--- config.mk ---
export PLATFORM = sky130hd
export DESIGN_NAME = sdc_sequencer
export DESIGN_NICKNAME = d
export VERILOG_FILES = /design/src/design/sdc_pkg.sv /design/src/design/sdc_clk_if.sv /design/src/design/sdc_sequencer.sv /design/src/design/sdc_timebase.sv
export SDC_FILE = /design/constraint.sdc
export NUM_CORES = 1
export LEC_CHECK = 0
export ABC_AREA = 1
export BUFFER_PORTS_ARGS = -buffer_cell sky130_fd_sc_hd__buf_2
export CAP_MARGIN = 20
export CORE_AREA = 2 2 208 210
export CTS_BUF_LIST = sky130_fd_sc_hd__clkbuf_8
export DETAILED_ROUTE_END_ITERATION = 8
export DIE_AREA = 0 0 210 212
export GPL_TIMING_DRIVEN = 0
export PLACE_DENSITY = 0.9
export SLEW_MARGIN = 10
export SYNTH_ARGS = -nofsm -noshare
export SYNTH_HDL_FRONTEND = slang
export SYNTH_SLANG_ARGS = --single-unit
--- constraint.sdc ---
create_clock -name clk -period 7.25 [get_ports clk]
set_input_delay 0 -clock clk [delete_from_list [all_inputs] [get_ports clk]]
set_output_delay 0 -clock clk [all_outputs]
set_load 0.1 [all_outputs]
--- src/design/sdc_pkg.sv ---
package sdc_pkg;
    // ----------------------------------------
    // Timing
    // ----------------------------------------
    localparam int CLK_PERIOD_NS = 10;
    localparam int CLOCK_INPUT_PIN_PERIOD_NS = 1000;
    localparam int CLOCK_INPUT_PIN_HALF_CYC = (CLOCK_INPUT_PIN_PERIOD_NS + 2 * CLK_PERIOD_NS - 1) / (2 * CLK_PERIOD_NS);
    localparam logic [7:0] MOD_CYCLE = 8'd128;
    localparam logic [11:0] PIPE_TICKS = 12'd2000;
    localparam logic [11:0] BLANK_TICKS = 12'd500;
    localparam logic [3:0] NORM_PERIODS = 4'd3;
    localparam logic [3:0] SELF_CAL_PERIODS = 4'd6;
    localparam logic [3:0] SELF_CONV_PERIODS = 4'd3;
    localparam logic [3:0] SYS_CAL_PERIODS = 4'd3;
    localparam logic [3:0] SYS_CONV_PERIODS = 4'd1;
    // ----------------------------------------
    // Register selection and sizes
    // ----------------------------------------
    localparam logic [2:0] RS_COMM = 3'h0;
    localparam logic [2:0] RS_SETUP = 3'h1;
    localparam logic [2:0] RS_CLOCK = 3'h2;
    localparam logic [2:0] RS_DATA = 3'h3;
    localparam logic [2:0] RS_TEST = 3'h4;
    localparam logic [2:0] RS_NOP = 3'h5;
    localparam logic [2:0] RS_OFFSET = 3'h6;
    localparam logic [2:0] RS_GAIN = 3'h7;
    localparam logic [4:0] LEN_BYTE = 5'd8;
    localparam logic [4:0] LEN_WORD = 5'd16;
    localparam logic [4:0] LEN_COEF = 5'd24;
    // ----------------------------------------
    // Field positions and reset values
    // ----------------------------------------
    localparam int COMM_ZERO_BIT = 7;
    localparam int COMM_RW_BIT = 3;
    localparam int COMM_PD_BIT = 2;
    localparam int SETUP_SYNC_BIT = 0;
    localparam int CLK_OSC_BIT = 5;
    localparam int CLK_DIS_BIT = 4;
    localparam int CLK_HALVE_BIT = 3;
    localparam int CLK_RATE_BIT = 2;
    localparam logic [7:0] SETUP_RST = 8'h01;
    localparam logic [5:0] CLKCTL_RST = 6'h05;
    // Arbitrary value for the maker identifier bit.
    localparam logic MAKER_ID_VAL = 1'b0;
    localparam logic [23:0] OFFSET_RST = 24'h1f4000;
    localparam logic [23:0] GAIN_RST = 24'h5761ab;
    localparam logic [1:0] MODE_NORMAL = 2'h0;
    localparam logic [1:0] MODE_SELF = 2'h1;
    localparam logic [1:0] MODE_ZERO = 2'h2;
    localparam logic [1:0] MODE_FULL = 2'h3;

    typedef enum logic [2:0] {
        ST_HOLD = 3'h0,
        ST_CAL = 3'h1,
        ST_FIRST = 3'h3,
        ST_PIPE = 3'h2,
        ST_RUN = 3'h6
    } sdc_state_t;

    // Decimation rate from rate select and filter code.
    function automatic logic [8:0] sdc_decim(input logic rateSel, input logic [1:0] fsel);
        logic [8:0] d;
        d = 9'd0;
        case ({rateSel, fsel})
            3'h0: d = 9'd391;
            3'h1: d = 9'd313;
            3'h2: d = 9'd78;
            3'h3: d = 9'd39;
            3'h4: d = 9'd384;
            3'h5: d = 9'd320;
            3'h6: d = 9'd77;
            default: d = 9'd38;
        endcase
        return d;
    endfunction
endpackage

--- src/design/sdc_clk_if.sv ---
`timescale 1ns/10ps
interface sdc_clk_if;
    logic intOsc;
    logic halve;
    logic clock_output_disable;
    logic clkinTick;
    logic modTick;
    logic clkOutPin;
    modport gen (input intOsc, input halve, input clock_output_disable, output clkinTick, output modTick, output clkOutPin);
    modport user (output intOsc, output halve, output clock_output_disable, input clkinTick, input modTick, input clkOutPin);
endinterface

--- src/design/sdc_sequencer.sv ---
`timescale 1ns/10ps
module sdc_sequencer
    import sdc_pkg::*;
#(
    parameter int CLOCK_INPUT_PIN_HALF = CLOCK_INPUT_PIN_HALF_CYC
)
(
    // Clock and power-on reset
    input wire logic clk,
    input wire logic rst_n,
    // Device pins
    input wire logic resetPinN,
    input wire logic serialClk,
    input wire logic chipSelN,
    input wire logic serialIn,
    output logic serialOut,
    output logic conversionReadyN,
    output logic clockOutputPin,
    // Filter result word
    input wire logic [15:0] sampleIn
);
    sdc_clk_if cif ();
    sdc_state_t state_reg;
    logic regReset;
    logic sclkPrev_reg;
    logic [4:0] bitCnt_reg;
    logic [4:0] xferLen_reg;
    logic [23:0] shiftIn_reg;
    logic [23:0] shiftOut_reg;
    logic dataPhase_reg;
    logic [7:0] comm_reg;
    logic [7:0] setup_reg;
    logic [5:0] clkCtl_reg;
    logic [15:0] data_reg;
    logic [23:0] offReg [3];
    logic [23:0] gainReg [3];
    logic [23:0] activeOff_reg;
    logic [23:0] activeGain_reg;
    logic [1:0] calMode_reg;
    logic [1:0] calPair_reg;
    logic afterCal_reg;
    logic [3:0] periodsLeft_reg;
    logic [15:0] odrCnt_reg;
    logic [11:0] pipeCnt_reg;
    logic [11:0] blankCnt_reg;
    logic sclkRise;
    logic sclkFall;
    logic xferDone;
    logic [23:0] inWord;
    logic [2:0] rsSel;
    logic [1:0] pair;
    logic wrSetup;
    logic wrClock;
    logic wrOff;
    logic wrGain;
    logic dataReadDone;
    logic startEvt;
    logic periodEnd;
    logic calDone;
    logic resultNow;
    logic [15:0] periodLen;
    logic [4:0] lenSel;
    logic [23:0] readWord;
    logic [15:0] diff;
    logic [31:0] prod;

    sdc_timebase #(.CLOCK_INPUT_PIN_HALF(CLOCK_INPUT_PIN_HALF)) u_timebase (.clk(clk), .rst_n(rst_n), .tb(cif.gen));

    assign cif.intOsc = clkCtl_reg[CLK_OSC_BIT];
    assign cif.halve = clkCtl_reg[CLK_HALVE_BIT];
    assign cif.clock_output_disable = clkCtl_reg[CLK_DIS_BIT];
    assign clockOutputPin = cif.clkOutPin;
    assign regReset = !rst_n || !resetPinN;

    // ----------------------------------------
    // Serial port
    // ----------------------------------------
    assign sclkRise = serialClk && !sclkPrev_reg && !chipSelN && !regReset;
    assign sclkFall = !serialClk && sclkPrev_reg && !chipSelN && !regReset;
    assign xferDone = sclkRise && (bitCnt_reg + 5'd1 == xferLen_reg);
    assign inWord = {shiftIn_reg[22:0], serialIn};
    assign rsSel = comm_reg[6:4];
    assign pair = (comm_reg[1:0] == 2'h3) ? 2'h2 : {1'b0, comm_reg[1:0] == 2'h1};
    assign wrSetup = xferDone && dataPhase_reg && !comm_reg[COMM_RW_BIT] && rsSel == RS_SETUP;
    assign wrClock = xferDone && dataPhase_reg && !comm_reg[COMM_RW_BIT] && rsSel == RS_CLOCK;
    assign wrOff = xferDone && dataPhase_reg && !comm_reg[COMM_RW_BIT] && rsSel == RS_OFFSET;
    assign wrGain = xferDone && dataPhase_reg && !comm_reg[COMM_RW_BIT] && rsSel == RS_GAIN;
    assign dataReadDone = xferDone && dataPhase_reg && comm_reg[COMM_RW_BIT] && rsSel == RS_DATA;

    always_comb
    begin
        lenSel = LEN_BYTE;
        readWord = {comm_reg, 16'h0000};
        case (inWord[6:4])
            RS_COMM: readWord = {conversionReadyN, inWord[6:0], 16'h0000};
            RS_SETUP: readWord = {setup_reg, 16'h0000};
            RS_CLOCK: readWord = {MAKER_ID_VAL, 1'b0, clkCtl_reg, 16'h0000};
            RS_DATA:
            begin
                lenSel = LEN_WORD;
                readWord = {data_reg, 8'h00};
            end
            RS_OFFSET:
            begin
                lenSel = LEN_COEF;
                readWord = offReg[(inWord[1:0] == 2'h3) ? 2'h2 : {1'b0, inWord[1:0] == 2'h1}];
            end
            RS_GAIN:
            begin
                lenSel = LEN_COEF;
                readWord = gainReg[(inWord[1:0] == 2'h3) ? 2'h2 : {1'b0, inWord[1:0] == 2'h1}];
            end
            default: readWord = 24'h000000;
        endcase
    end

    always_ff @(posedge clk)
    begin
        if (regReset)
        begin
            sclkPrev_reg <= 1'b0;
            bitCnt_reg <= 5'd0;
            xferLen_reg <= LEN_BYTE;
            shiftIn_reg <= 24'h000000;
            shiftOut_reg <= 24'h000000;
            serialOut <= 1'b0;
            dataPhase_reg <= 1'b0;
            comm_reg <= 8'h00;
        end
        else
        begin
            sclkPrev_reg <= serialClk;
            if (chipSelN)
                bitCnt_reg <= 5'd0;
            else if (sclkRise)
            begin
                shiftIn_reg <= inWord;
                bitCnt_reg <= xferDone ? 5'd0 : bitCnt_reg + 5'd1;
            end
            if (xferDone && !dataPhase_reg && !inWord[COMM_ZERO_BIT])
            begin
                comm_reg <= inWord[7:0];
                dataPhase_reg <= (inWord[6:4] != RS_NOP);
                xferLen_reg <= (inWord[6:4] == RS_NOP) ? LEN_BYTE : lenSel;
                shiftOut_reg <= {readWord[22:0], 1'b0};
                if (inWord[COMM_RW_BIT])
                    serialOut <= readWord[23];
            end
            else if (xferDone && dataPhase_reg)
            begin
                dataPhase_reg <= 1'b0;
                xferLen_reg <= LEN_BYTE;
            end
            else if (sclkFall && dataPhase_reg && comm_reg[COMM_RW_BIT] && bitCnt_reg != 5'd0)
            begin
                serialOut <= shiftOut_reg[23];
                shiftOut_reg <= {shiftOut_reg[22:0], 1'b0};
            end
        end
    end

    // ----------------------------------------
    // Register file
    // ----------------------------------------
    always_ff @(posedge clk)
    begin
        if (regReset)
        begin
            setup_reg <= SETUP_RST;
            clkCtl_reg <= CLKCTL_RST;
        end
        else
        begin
            if (wrSetup)
                setup_reg <= inWord[7:0];
            else if (calDone)
                setup_reg[7:6] <= MODE_NORMAL;
            if (wrClock)
                clkCtl_reg <= inWord[5:0];
        end
    end

    genvar gi;
    generate
        for (gi = 0; gi < 3; gi++)
        begin : g_pair
            always_ff @(posedge clk)
            begin
                if (regReset)
                begin
                    offReg[gi] <= OFFSET_RST;
                    gainReg[gi] <= GAIN_RST;
                end
                else
                begin
                    if (wrOff && pair == 2'(gi))
                        offReg[gi] <= inWord;
                    else if (calDone && calPair_reg == 2'(gi) && calMode_reg != MODE_FULL)
                        offReg[gi] <= {sampleIn, 8'h00};
                    if (wrGain && pair == 2'(gi))
                        gainReg[gi] <= inWord;
                    else if (calDone && calPair_reg == 2'(gi) && calMode_reg != MODE_ZERO)
                        gainReg[gi] <= {sampleIn, 8'h00};
                end
            end
        end
    endgenerate

    // ----------------------------------------
    // Conversion sequencer
    // ----------------------------------------
    assign periodLen = 16'({7'h00, sdc_decim(clkCtl_reg[CLK_RATE_BIT], clkCtl_reg[1:0])} * {8'h00, MOD_CYCLE});
    assign periodEnd = cif.modTick && (odrCnt_reg == periodLen - 16'h0001);
    assign startEvt = wrSetup && !inWord[SETUP_SYNC_BIT]
        && (setup_reg[SETUP_SYNC_BIT] || inWord[7:6] != MODE_NORMAL);
    assign calDone = state_reg == ST_CAL && periodEnd && periodsLeft_reg == 4'd1;
    assign resultNow = ((state_reg == ST_FIRST && periodEnd && periodsLeft_reg == 4'd1 && !afterCal_reg)
        || (state_reg == ST_PIPE && cif.clkinTick && pipeCnt_reg == 12'd0)
        || (state_reg == ST_RUN && periodEnd)) && !(wrSetup && inWord[SETUP_SYNC_BIT]);

    always_ff @(posedge clk)
    begin
        if (regReset)
        begin
            state_reg <= ST_HOLD;
            periodsLeft_reg <= 4'd0;
            pipeCnt_reg <= 12'd0;
            calMode_reg <= MODE_NORMAL;
            calPair_reg <= 2'h0;
            afterCal_reg <= 1'b0;
        end
        else if (wrSetup && inWord[SETUP_SYNC_BIT])
            state_reg <= ST_HOLD;
        else if (startEvt)
        begin
            calMode_reg <= inWord[7:6];
            calPair_reg <= pair;
            afterCal_reg <= (inWord[7:6] != MODE_NORMAL);
            state_reg <= (inWord[7:6] != MODE_NORMAL) ? ST_CAL : ST_FIRST;
            case (inWord[7:6])
                MODE_NORMAL: periodsLeft_reg <= NORM_PERIODS;
                MODE_SELF: periodsLeft_reg <= SELF_CAL_PERIODS;
                default: periodsLeft_reg <= SYS_CAL_PERIODS;
            endcase
        end
        else
        begin
            case (state_reg)
                ST_CAL:
                    if (periodEnd)
                    begin
                        periodsLeft_reg <= periodsLeft_reg - 4'd1;
                        if (calDone)
                        begin
                            state_reg <= ST_FIRST;
                            periodsLeft_reg <= (calMode_reg == MODE_SELF) ? SELF_CONV_PERIODS : SYS_CONV_PERIODS;
                        end
                    end
                ST_FIRST:
                    if (periodEnd)
                    begin
                        periodsLeft_reg <= periodsLeft_reg - 4'd1;
                        if (periodsLeft_reg == 4'd1)
                        begin
                            state_reg <= afterCal_reg ? ST_PIPE : ST_RUN;
                            pipeCnt_reg <= PIPE_TICKS - 12'd1;
                        end
                    end
                ST_PIPE:
                    if (cif.clkinTick)
                    begin
                        pipeCnt_reg <= pipeCnt_reg - 12'd1;
                        if (pipeCnt_reg == 12'd0)
                            state_reg <= ST_RUN;
                    end
                ST_HOLD: periodsLeft_reg <= 4'd0;
                ST_RUN: periodsLeft_reg <= 4'd0;
                default: state_reg <= ST_HOLD;
            endcase
        end
    end

    always_ff @(posedge clk)
    begin
        if (regReset || startEvt || state_reg == ST_HOLD || state_reg == ST_PIPE)
            odrCnt_reg <= 16'h0000;
        else if (cif.modTick)
            odrCnt_reg <= periodEnd ? 16'h0000 : odrCnt_reg + 16'h0001;
    end

    // ----------------------------------------
    // Result path
    // ----------------------------------------
    assign diff = sampleIn - activeOff_reg[23:8];
    assign prod = {16'h0000, diff} * {16'h0000, activeGain_reg[23:8]};

    always_ff @(posedge clk)
    begin
        if (regReset)
        begin
            activeOff_reg <= OFFSET_RST;
            activeGain_reg <= GAIN_RST;
            data_reg <= 16'h0000;
        end
        else
        begin
            if (startEvt || resultNow)
            begin
                activeOff_reg <= offReg[pair];
                activeGain_reg <= gainReg[pair];
            end
            if (resultNow)
                data_reg <= prod[30:15];
        end
    end

    // ----------------------------------------
    // Ready output
    // ----------------------------------------
    always_ff @(posedge clk)
    begin
        if (regReset)
        begin
            conversionReadyN <= 1'b1;
            blankCnt_reg <= 12'd0;
        end
        else if (resultNow)
        begin
            conversionReadyN <= !conversionReadyN;
            blankCnt_reg <= conversionReadyN ? 12'd0 : BLANK_TICKS;
        end
        else if (startEvt)
        begin
            conversionReadyN <= 1'b1;
            blankCnt_reg <= 12'd0;
        end
        else if (blankCnt_reg != 12'd0)
        begin
            if (cif.clkinTick)
            begin
                blankCnt_reg <= blankCnt_reg - 12'd1;
                if (blankCnt_reg == 12'd1)
                    conversionReadyN <= 1'b0;
            end
        end
        else if (dataReadDone)
            conversionReadyN <= 1'b1;
    end
endmodule

--- src/design/sdc_timebase.sv ---
`timescale 1ns/10ps
module sdc_timebase
    import sdc_pkg::*;
#(
    parameter int CLOCK_INPUT_PIN_HALF = CLOCK_INPUT_PIN_HALF_CYC
)
(
    // Clock and power-on reset
    input wire logic clk,
    input wire logic rst_n,
    // Clock generator link
    sdc_clk_if.gen tb
);
    logic [15:0] divCnt_reg;
    logic level_reg;
    logic halvePhase_reg;
    logic halfTick;
    logic riseTick;

    assign halfTick = (divCnt_reg == 16'(CLOCK_INPUT_PIN_HALF - 1));
    assign riseTick = halfTick && !level_reg;

    // ----------------------------------------
    // Input clock generator, reset only at power-up
    // ----------------------------------------
    always_ff @(posedge clk)
    begin
        if (!rst_n)
        begin
            divCnt_reg <= 16'h0000;
            level_reg <= 1'b0;
        end
        else
        begin
            divCnt_reg <= halfTick ? 16'h0000 : divCnt_reg + 16'h0001;
            if (halfTick)
                level_reg <= !level_reg;
        end
    end

    // ----------------------------------------
    // Ticks and clock output
    // ----------------------------------------
    always_ff @(posedge clk)
    begin
        if (!rst_n)
        begin
            halvePhase_reg <= 1'b0;
            tb.clkinTick <= 1'b0;
            tb.modTick <= 1'b0;
            tb.clkOutPin <= 1'b0;
        end
        else
        begin
            if (riseTick)
                halvePhase_reg <= !halvePhase_reg;
            tb.clkinTick <= riseTick;
            tb.modTick <= riseTick && (!(tb.halve && !tb.intOsc) || halvePhase_reg);
            tb.clkOutPin <= !tb.clock_output_disable && level_reg;
        end
    end
endmodule

==> summary.txt <==
Status -> finished clean
Via count -> 24600
Vert. Die Dim -> 212 microns
Synth-to-Final Area Change -> 10.8%
Flops & latches, synth -> 342
Hold crit path type -> in2reg
Min Tclk post-route -> 7.11 ns
Worst setup startpoint -> sampleIn[0]
WL final -> 81500 microns
Largest net degree at the start of global routing -> 25
CP Class -> in2reg
Post-synth EDFFs -> 144
Drt drc -> 0
Mean number of vias per cell -> 6.20
Initial antenna violation count -> 1
Fill cell count -> 3148
Hold wc startpoint -> serialIn
Pwr Total -> 11.0 mW
Synthesized area -> 25900 sq um
Placer Congestion -> 1.03
Synth cell types -> 62
Chip width -> 210 microns
Average wire per standard cell -> 20.6 microns
Starting density of the core -> 60.9%
Seq/Total Area, Yosys -> 32.0%
CTS buffer count -> 51
WL met3 -> 11000 microns
Syn_area_per_cell -> 7.94 sq um
CTS Sinks -> 342
Gate Count Post-Synth -> 3261
Site Rows -> 76
Vias in the first global route -> 23500
Half-perimeter wire length after detailed placement -> 59500 microns
Met2 WL -> 35800 microns
Final-stage net count -> 3712
Root Buffer -> clkbuf_8
Largest regs -> gainReg: 72 flops, offReg: 72 flops
Period utilization -> 98.1%
CP startpoint kind -> input port
Main flop type after synthesis -> dfxtp_1
Worst-Margin Slew -> 1.04 ns
Hold Fails Final Rpt -> 0
Top layer reached by signal wires -> met5
Clk slew on worst S/H paths -> 0.06 ns
CTS max path bufs -> 3
Layout cells sized above 1 -> 9.57%
RSZ-0062 raised after global routing -> true
DRT Pass-1 Iters -> 7
Most frequent CP cell -> fa_1
Leakage -> 12.3 nW
GRT Total Usage -> 36.2%
M1 WL -> 28100 microns
Io pins -> 25
H-Tree Depth -> 2
Max-cap violations -> 0
Largest fanout on the critical path -> 6
CP Data Required Time -> 7.74 ns
Syn. warnings -> 0
CTS tree -> done
Worst R2R Start -> activeOff_reg[8]
Clk Latency, worst-skew pair -> 0.63 ns
Slowest-stage cell, CP -> fa_1
Gr ovfl total -> 0
Final setup vio count -> 0
FFs w/ async S/R, synth -> 0%
Buffers added on ports -> 23
Max Slew Vio Count -> 0
Final Skew -> 0.0349 ns
Iter 0 DRT Violations -> 3597
Remaining antenna violation count after routing -> 0
Core Util, Final -> 67.5%
Crit. End Element -> flip-flop
Data arrival, critical path -> 7.61 ns
F_max -> 141 MHz
CP peak stage delay -> 0.55 ns
Mapped Nets -> 3599
Worst vdd ir -> 0.000784 V
Slew headroom -> 29.8%
First-pass GRT wire length -> 125000 microns
Pwr dens -> 383 nW/um^2
Die ar. -> 44500 sq um
Core Area -> 42500 sq um
[worst max-delay path, delay by kind of cell]
| family | cells | cell delay (ns) |
|---|---|---|
| compound gates | 7 | 0.91 |
| xor+xnor | 1 | 0.26 |
| fa+ha+maj | 9 | 3.89 |
| buf+inv | 8 | 1.29 |
| simple gates | 9 | 1.21 |
[metal layers]
layer	GRT usage, %	vias up
li1	-	10800
met1	44.4	11400
met2	56.2	1930
met3	9.28	484
met4	25.7	2
met5	0	-
[per-stage QoR]
| step | worst slack, ns | cell area [sq um] | hold WS, ns | setup TNS [ns] | instances |
|---|---|---|---|---|---|
| 5_1_grt | -0.0726 | 28700 | 0.0649 | -0.293 | 3963 |
| 2_1_floorplan | 0.544 | 25900 | 0.154 | 0 | 3261 |
| 6_report | 0.137 | 28700 | 0.0364 | 0 | 3964 |
| 3_3_place_gp | -0.351 | 26700 | 0.309 | -2.92 | 3830 |
| 3_5_place_dp | -0.432 | 26800 | 0.311 | -4.17 | 3834 |
| 4_1_cts | 0.00496 | 28300 | 0.0155 | 0 | 3956 |
[cell type report]
class	count	area, sq um	area share [%]
repair buffers	62	558	1.95
clock inverters	31	200	0.698
well taps	546	683	2.38
inverters	591	2230	7.78
multi-input cells	2201	15200	53.2
clock buffers	65	895	3.12
flip-flops and latches	342	8290	28.9
plain buffers	125	579	2.02
diodes	1	2.50	0.00872
[report_power, final]
part	internal, mW	switching, mW
clock	0.886	0.795
sequential	2.04	0.0198
combinational	2.81	4.43
[path summary, 6_finish.rpt]
| kind | depth (start not counted) | endpoint | slack (ns) |
|---|---|---|---|
| worst max register to register | 31 | data_reg[9] | 0.16 |
| worst max-delay path | 34 | data_reg[9] | 0.14 |
| worst min-delay path | 4 | pipeCnt_reg[0] | 0.04 |
| worst min register to register | 2 | u_timebase.tb.clkOutPin | 0.45 |
[cell families after synthesis]
logic type               count (synthesis)  share of synthesized area (%)
AND/OR/NAND/NOR                       1242                           20.9
buffers and inverters                  718                           10.8
AO/OA/AOI/OAI                          602                           14.1
flip-flops                             342                           32.0
adder cells (fa/ha/maj)                316                           20.9
XOR/XNOR                                41                           1.44
[what timing repair did]
item                       in CTS  in global routing
setup endpoints to repair      16                 16
resized for setup              37                 78
pin swaps                       2                 22
buffers inserted                5                  7
hold endpoints to repair      105                  0
hold buffers                   21                  0
[layout by cell type, fill, tap and decap left out, types with 38 or more instances in the layout]
cell,netlist,layout
nand2_1,604,589
inv_1,573,580
nor2_1,334,330
dfxtp_1,198,197
o21ai_0,202,193
fa_1,193,190
nand3_1,159,156
edfxtp_1,144,144
a21oi_1,154,141
ha_1,123,109
clkbuf_1,88,81
o22ai_1,76,76
clkbuf_8,0,65
buf_2,18,42
nor3_1,38,38
[synth_stat cells, types with 18 or more instances]
cell / n / area [sq um]
dfxtp_1: 198 / 3960
edfxtp_1: 144 / 4320
o211ai_1: 22 / 165
ha_1: 123 / 1540
nand2_1: 604 / 2270
or2_2: 22 / 138
o221ai_1: 21 / 184
nand3_1: 159 / 796
nand4_1: 21 / 131
xnor2_1: 23 / 201
nor3_1: 38 / 190
o21ai_0: 202 / 1010
o22ai_1: 76 / 475
a21oi_1: 154 / 771
buf_2: 18 / 90.1
a221oi_1: 18 / 158
inv_1: 573 / 2150
nor2_1: 334 / 1250
fa_1: 193 / 3860
clkbuf_1: 88 / 330
Note: power is estimated with default switching activity, not from simulation.
